===== config.mk =====
export PLATFORM = sky130hd
export DESIGN_NAME = pbs_sram_control
export DESIGN_NICKNAME = d
export VERILOG_FILES = /design/src/hw/pbs_pkg.sv /design/src/hw/pbs_sram_control.sv
export SDC_FILE = /design/constraint.sdc
export NUM_CORES = 1
export LEC_CHECK = 0
export BUFFER_PORTS_ARGS = -buffer_cell sky130_fd_sc_hd__buf_2
export CAP_MARGIN = 0
export CORE_MARGIN = 3
export CORE_UTILIZATION = 47
export DETAILED_ROUTE_END_ITERATION = 10
export GPL_ROUTABILITY_DRIVEN = 0
export PLACE_DENSITY = 0.81
export SYNTH_ARGS = -nofsm -noshare
export SYNTH_HDL_FRONTEND = slang
export SYNTH_SLANG_ARGS = --single-unit

===== constraint.sdc =====
create_clock -name i_clock -period 1.65 [get_ports i_clock]
set_input_delay 0.0825 -clock i_clock [delete_from_list [all_inputs] [get_ports i_clock]]
set_output_delay 0.0825 -clock i_clock [all_outputs]
set_load 0.1 [all_outputs]

===== src/hw/pbs_pkg.sv =====
// shared constants and types of the pipelined burst sram control block
package pbs_pkg;
   localparam int ADDR_W = 18;
   localparam int DATA_W = 16;
   localparam int PAR_W = 2;
   localparam int LANES = 2;
   localparam int WORD_W = 18;
   localparam int APB_AW = 12;
   // apb register byte addresses
   localparam logic [11:0] CTRL_OFFSET = 12'h000;
   localparam logic [11:0] STATUS_OFFSET = 12'h004;
   // field positions
   localparam int CTRL_ENABLE_BIT = 0;
   localparam int ST_DRIVE_BIT = 0;
   localparam int ST_READ_BIT = 1;
   localparam int ST_WRITE_BIT = 2;
   localparam int ST_COMMIT_BIT = 3;
   localparam int ST_BEAT_LSB = 4;
   // reset values and burst counter step
   localparam logic CTRL_ENABLE_RESET = 1'b1;
   localparam logic [1:0] BEAT_RESET = 2'h0;
   localparam logic [1:0] MASK_RESET = 2'h3;
   localparam logic [1:0] BEAT_STEP = 2'h1;
   // kind of the access a burst continues
   typedef enum logic [1:0] {ACC_IDLE, ACC_READ, ACC_WRITE} pbs_access_type;
endpackage : pbs_pkg


===== src/hw/pbs_sram_control.sv =====
// cycle-level control of a pipelined burst sram with apb control and status
`timescale 1ns/1ns
module pbs_sram_control (
   input wire logic i_clock,
   input wire logic i_reset_n,
   input wire logic i_clock_qualifier_n,
   input wire logic i_chip_enable1_n,
   input wire logic i_chip_enable2,
   input wire logic i_chip_enable3_n,
   input wire logic i_burst_step_or_load,
   input wire logic i_write_n,
   input wire logic [pbs_pkg::LANES-1:0] i_byte_lane_mask_n,
   input wire logic i_burst_order,
   input wire logic i_output_enable_n,
   input wire logic [pbs_pkg::ADDR_W-1:0] i_address,
   input wire logic [pbs_pkg::DATA_W-1:0] i_dq,
   input wire logic [pbs_pkg::PAR_W-1:0] i_parity_lines,
   output logic [pbs_pkg::DATA_W-1:0] o_dq,
   output logic o_dq_oe,
   output logic [pbs_pkg::PAR_W-1:0] o_parity_lines,
   output logic o_parity_lines_oe,
   output logic [pbs_pkg::ADDR_W-1:0] o_mem_raddr,
   output logic o_mem_read,
   input wire logic [pbs_pkg::WORD_W-1:0] i_mem_rdata,
   output logic [pbs_pkg::ADDR_W-1:0] o_mem_waddr,
   output logic [pbs_pkg::WORD_W-1:0] o_mem_wdata,
   output logic [pbs_pkg::LANES-1:0] o_mem_lane_write,
   output logic o_mem_write,
   input wire logic i_psel,
   input wire logic i_penable,
   input wire logic i_pwrite,
   input wire logic [pbs_pkg::APB_AW-1:0] i_paddr,
   input wire logic [31:0] i_pwdata,
   output logic [31:0] o_prdata,
   output logic o_pready,
   output logic o_pslverr
);
   import pbs_pkg::*;

   logic ctrl_enable;
   logic s1_read;
   logic s1_write;
   logic [ADDR_W-1:0] s1_addr;
   logic [LANES-1:0] s1_mask_n;
   logic [1:0] burst_base;
   logic [1:0] beat_cnt;
   pbs_access_type last_acc;
   logic s2_write;
   logic [ADDR_W-1:0] s2_addr;
   logic [LANES-1:0] s2_mask_n;
   logic o_drive;
   logic burst_ok;
   logic burst_is_write;

   // edge qualification and cycle decode
   wire go = ~i_clock_qualifier_n;
   wire sel = ~i_chip_enable1_n & i_chip_enable2 & ~i_chip_enable3_n & ctrl_enable;
   wire load = go & ~i_burst_step_or_load;
   wire advance = go & i_burst_step_or_load;
   wire begin_read = load & sel & i_write_n;
   wire begin_write = load & sel & ~i_write_n;
   wire step = advance & burst_ok;
   wire [1:0] next_beat = 2'(beat_cnt + BEAT_STEP);
   wire [1:0] step_linear = 2'(burst_base + next_beat);
   wire [1:0] step_inter = burst_base ^ next_beat;
   wire [1:0] step_low = i_burst_order ? step_inter : step_linear;

   // what an advance continues
   always_comb begin
      burst_ok = 1'b0;
      burst_is_write = 1'b0;
      case (last_acc)
         ACC_READ: begin
            burst_ok = 1'b1;
         end
         ACC_WRITE: begin
            burst_ok = 1'b1;
            burst_is_write = 1'b1;
         end
         ACC_IDLE: burst_ok = 1'b0;
         default: burst_ok = 1'b0;
      endcase
   end

   // address stage: load, burst step or deselect
   always_ff @(posedge i_clock or negedge i_reset_n) begin
      if (!i_reset_n) begin
         s1_read <= 1'b0;
         s1_write <= 1'b0;
         s1_addr <= '0;
         s1_mask_n <= MASK_RESET;
         burst_base <= BEAT_RESET;
         beat_cnt <= BEAT_RESET;
         last_acc <= ACC_IDLE;
      end else if (load) begin
         s1_read <= begin_read;
         s1_write <= begin_write;
         s1_addr <= i_address;
         s1_mask_n <= i_byte_lane_mask_n;
         burst_base <= i_address[1:0];
         beat_cnt <= BEAT_RESET;
         last_acc <= begin_write ? ACC_WRITE : (begin_read ? ACC_READ : ACC_IDLE);
      end else if (step) begin
         s1_read <= ~burst_is_write;
         s1_write <= burst_is_write;
         s1_addr <= {s1_addr[ADDR_W-1:2], step_low};
         s1_mask_n <= i_byte_lane_mask_n;
         beat_cnt <= next_beat;
      end else if (advance) begin
         s1_read <= 1'b0;
         s1_write <= 1'b0;
      end
   end

   // data stage: drive read data or float for write data
   always_ff @(posedge i_clock or negedge i_reset_n) begin
      if (!i_reset_n) begin
         o_drive <= 1'b0;
         o_dq <= '0;
         o_parity_lines <= '0;
         s2_write <= 1'b0;
         s2_addr <= '0;
         s2_mask_n <= MASK_RESET;
      end else if (go) begin
         o_drive <= s1_read;
         s2_write <= s1_write;
         s2_addr <= s1_addr;
         s2_mask_n <= s1_mask_n;
         if (s1_read) begin
            o_dq <= i_mem_rdata[DATA_W-1:0];
            o_parity_lines <= i_mem_rdata[WORD_W-1:DATA_W];
         end
      end
   end

   // commit stage: write data taken two valid clocks after each write beat, load or burst step
   always_ff @(posedge i_clock or negedge i_reset_n) begin
      if (!i_reset_n) begin
         o_mem_write <= 1'b0;
         o_mem_waddr <= '0;
         o_mem_wdata <= '0;
         o_mem_lane_write <= '0;
      end else begin
         o_mem_write <= go & s2_write;
         if (go && s2_write) begin
            o_mem_waddr <= s2_addr;
            o_mem_wdata <= {i_parity_lines, i_dq};
            o_mem_lane_write <= ~s2_mask_n;
         end
      end
   end

   // memory read port follows the address stage
   always_ff @(posedge i_clock or negedge i_reset_n) begin
      if (!i_reset_n) begin
         o_mem_read <= 1'b0;
      end else if (go) begin
         o_mem_read <= load ? begin_read : (step & ~burst_is_write);
      end
   end
   assign o_mem_raddr = s1_addr;

   // pin drivers: pipelined cycle and asynchronous output enable together
   assign o_dq_oe = o_drive & ~i_output_enable_n;
   assign o_parity_lines_oe = o_drive & ~i_output_enable_n;

   // apb slave, one wait state, write commits at the completing edge
   wire apb_access = i_psel & i_penable;
   wire hit_ctrl = i_paddr == CTRL_OFFSET;
   wire hit_status = i_paddr == STATUS_OFFSET;
   wire apb_bad = ~(hit_ctrl | hit_status) | (i_pwrite & hit_status);
   wire [31:0] status_word = {26'h0, beat_cnt, o_mem_write, s1_write, s1_read, o_drive};
   wire [31:0] read_word = hit_ctrl ? {31'h0, ctrl_enable} : (hit_status ? status_word : 32'h0);

   always_ff @(posedge i_clock or negedge i_reset_n) begin
      if (!i_reset_n) begin
         o_pready <= 1'b0;
         o_pslverr <= 1'b0;
         o_prdata <= 32'h0;
         ctrl_enable <= CTRL_ENABLE_RESET;
      end else begin
         o_pready <= apb_access & ~o_pready;
         o_pslverr <= apb_access & ~o_pready & apb_bad;
         if (apb_access && !o_pready && !i_pwrite) begin
            o_prdata <= read_word;
         end
         if (apb_access && o_pready && i_pwrite && hit_ctrl) begin
            ctrl_enable <= i_pwdata[CTRL_ENABLE_BIT];
         end
      end
   end
endmodule : pbs_sram_control


==> metrics.md <==
| Metric | Value |
|---|---|
| Worst-path fanout max | `3` |
| CTS clk-pin slew, worst paths | `60 ps` |
| Residual DRC count | `0` |
| Worst endpoint data arrival time | `1490 ps` |
| Power consumption | `9.32 mW` |
| Die W | `107 um` |
| Crit share post-route | `95.2%` |
| CTS root buffer | `clkbuf_8` |
| Clk sinks | `117` |
| Slew Limit Fails | `0` |
| # IOs | `225` |
| CP Cell Sequence | `nor2b_2 > buf_2` |
| Largest net degree at the start of global routing | `42` |
| VDD IR max | `1270 uV` |
| Tmin final | `1570 ps` |
| Vias in the first global route | `4,175` |
| GR Overflow Total | `0` |
| Worst-Skew Late Latency | `510 ps` |
| Max-Cap Viols | `0` |
| PwrDens | `1330 mW/mm2` |
| Netlist cell types | `40` |
| First-pass GRT wire length | `20,100 um` |
| Routed Antenna Nets | `0` |
| Core area | `0.00986 mm2` |
| HP Class | `input pin to async pin` |
| Hold slack | `20.7 ps` |
| Htree depth | `4` |
| Largest stage delay, worst path | `430 ps` |
| Fmax | `636 MHz` |
| Lkg Pwr | `3.70 nW` |
| Ranking of synthesized cells by instance count | `121 x nand2_1, 112 x dfrtp_1, 32 x mux2_2` |
| Slew @ Worst Pin | `516 ps` |
| Synth async-reset ratio | `100%` |
| CP Capture Type | `output port` |
| Routed WL | `12,500 um` |
| Port-buffer cells | `167` |
| Die Y | `107 um` |
| DR iter-0 viols | `180` |
| P&R area growth vs syn | `45.7%` |
| Post-DR wirelength/cell | `15.7 um` |
| Synth Flop Type | `dfrtp_1` |
| EDFF count, synth | `0` |
| Synth area leaders | `dfrtp_1 58%, nand2_1 9.4%, mux2_2 7.5%, buf_4 4.4%, mux2_1 4.0%` |
| Via count | `3,789` |
| Final HPWL DP | `7880 um` |
| WS Path Type | `register to output port` |
| Setup Buffers After CTS | `0` |
| Layout cells sized above 1 | `39.3%` |
| Final Skew | `7.64 ps` |
| Unrepaired setup endpoints after global routing | `no` |
| Starting Density | `48.9%` |
| ANT cells | `0` |
| Final hold violation count | `0` |
| Required time worst endpoint | `1570 ps` |
| Sequential cell area fraction in the yosys report | `60.9%` |
| Crit path launch type | `register` |
| Cell Area, Synth | `0.00482 mm2` |
| Mapped Cells | `404` |
| CTS max path bufs | `2` |
| Nets | `766` |
| Area leader, netlist | `dfrtp_1` |
| Top cell type's share of synthesized area | `58.1%` |
| Status | `complete, no violations` |
| # rows | `36` |
| CTS tree | `done` |
| Number of vias per cell | `4.75` |
| Most frequent cell after synthesis | `nand2_1` |
| # setup viols final | `0` |
| Initial antenna violation count | `0` |
| Drt first pass iters | `4` |
| Worst path slowest cell | `buf_2` |
| Total Routing Usage GR | `22.9%` |
| Yosys warnings | `0` |
| Seq cells post-synth | `117` |
| Avg Inst Size Synth | `11.9 um2` |
| Die ar. | `0.0115 mm2` |
| Max-Slew Margin vs Limit | `65.8%` |
| Number of clock buffers inserted by TritonCTS | `17` |
## report_power, final
part / total, mW / internal, mW / switching, mW
clock network: 3.65 / 2.41 / 1.24
registers: 3.32 / 3.16 / 0.162
logic: 2.36 / 0.541 / 1.81
total: 9.32 / 6.11 / 3.21
## per-layer routing
| layer | up-vias | part of all wire (%) | GRT usage, % |
|---|---|---|---|
| met5 | - | 0 | 0 |
| li1 | 1770 | - | - |
| met4 | 0 | 3.4 | 12.0 |
| met1 | 1843 | 37 | 25.4 |
| met3 | 35 | 4.9 | 5.58 |
| met2 | 141 | 54 | 40.5 |
## placed cells by master, fill, tap and decap left out, drive strengths merged, types with 2 or more instances in the layout
master / count
a22o: 6
a21oi: 6
o21ai: 5
nor2: 6
clkinvlp: 3
a21o: 3
inv: 5
xnor2: 3
dfrtp: 112
dfstp: 5
o31ai: 2
conb: 26
bufinv: 3
nor3: 3
nand2: 121
or3: 2
nor4: 3
clkinv: 3
nand2b: 4
buf: 178
ha: 2
clkbuf: 23
mux2: 58
dlygate4sd3: 69
## critical path: cells and delay by family (launching register included)
kind,cells,cell delay (ps)
simple gates,1,160
buf+inv,1,430
flops,1,390
## cell type report
cell class	instances	area, um2
clock inverters	9	128
well taps	133	166
repair buffers	247	1650
fillers	662	2840
clock buffers	23	467
multi-input cells	263	1660
flip-flops and latches	117	2940
inverters	5	18.8
## worst paths after layout
path,start,end,slack [ps],cells after the start
worst max-delay path,o_drive,o_parity_lines_oe,80,2
worst min-delay path,i_reset_n,o_mem_waddr[16],20,2
worst max register to register,last_acc[1],o_mem_read,140,5
worst min register to register,s2_addr[5],o_mem_waddr[5],460,2
max in group asynchronous,i_reset_n,s2_addr[7],1010,3
min in group i_clock,i_pwrite,ctrl_enable,50,4
## sequential cells by signal, summed over array words and instances (netlist names), 2 cells and up
name / cells
s2_addr: 18
o_mem_waddr: 18
o_mem_lane_write: 2
o_mem_raddr: 18
burst_base: 2
beat_cnt: 2
o_prdata: 6
o_mem_wdata: 18
last_acc: 2
o_parity_lines: 2
s2_mask_n: 2
s1_mask_n: 2
o_dq: 16
## logic make-up after synthesis
group                      synth area share (%)
AOI/OAI and AO/OA                          3.69
xor gates and xnor gates                  0.545
adders and majority gates                 0.519
buffers and inverters                      6.72
DFF                                        60.9
muxes                                      14.5
other                                    0.0778
and+or+nand+nor                            13.1
## repair_timing
action                                  in CTS  in global routing
hold endpoints to repair                   185                  0
gates resized for setup                      0                  0
hold buffers                                70                  0
endpoints found under the setup margin       0                  1
## per-stage QoR
| stage | cells | instance area, um2 | TNS [ps] | util, % | worst slack, ps |
|---|---|---|---|---|---|
| 3_3_place_gp | 696 | 5740 | 0 | 58.2 | 218 |
| 5_1_grt | 797 | 7030 | 0 | 71.2 | 14.1 |
| 4_1_cts | 798 | 7040 | 0 | 71.3 | 49.7 |
| 2_1_floorplan | 429 | 4920 | -61.9 | - | -61.9 |
| 6_report | 797 | 7030 | 0 | 71.2 | 78.8 |
| 3_5_place_dp | 696 | 5740 | 0 | 58.2 | 188 |
Power figures use the tool's default switching activity.
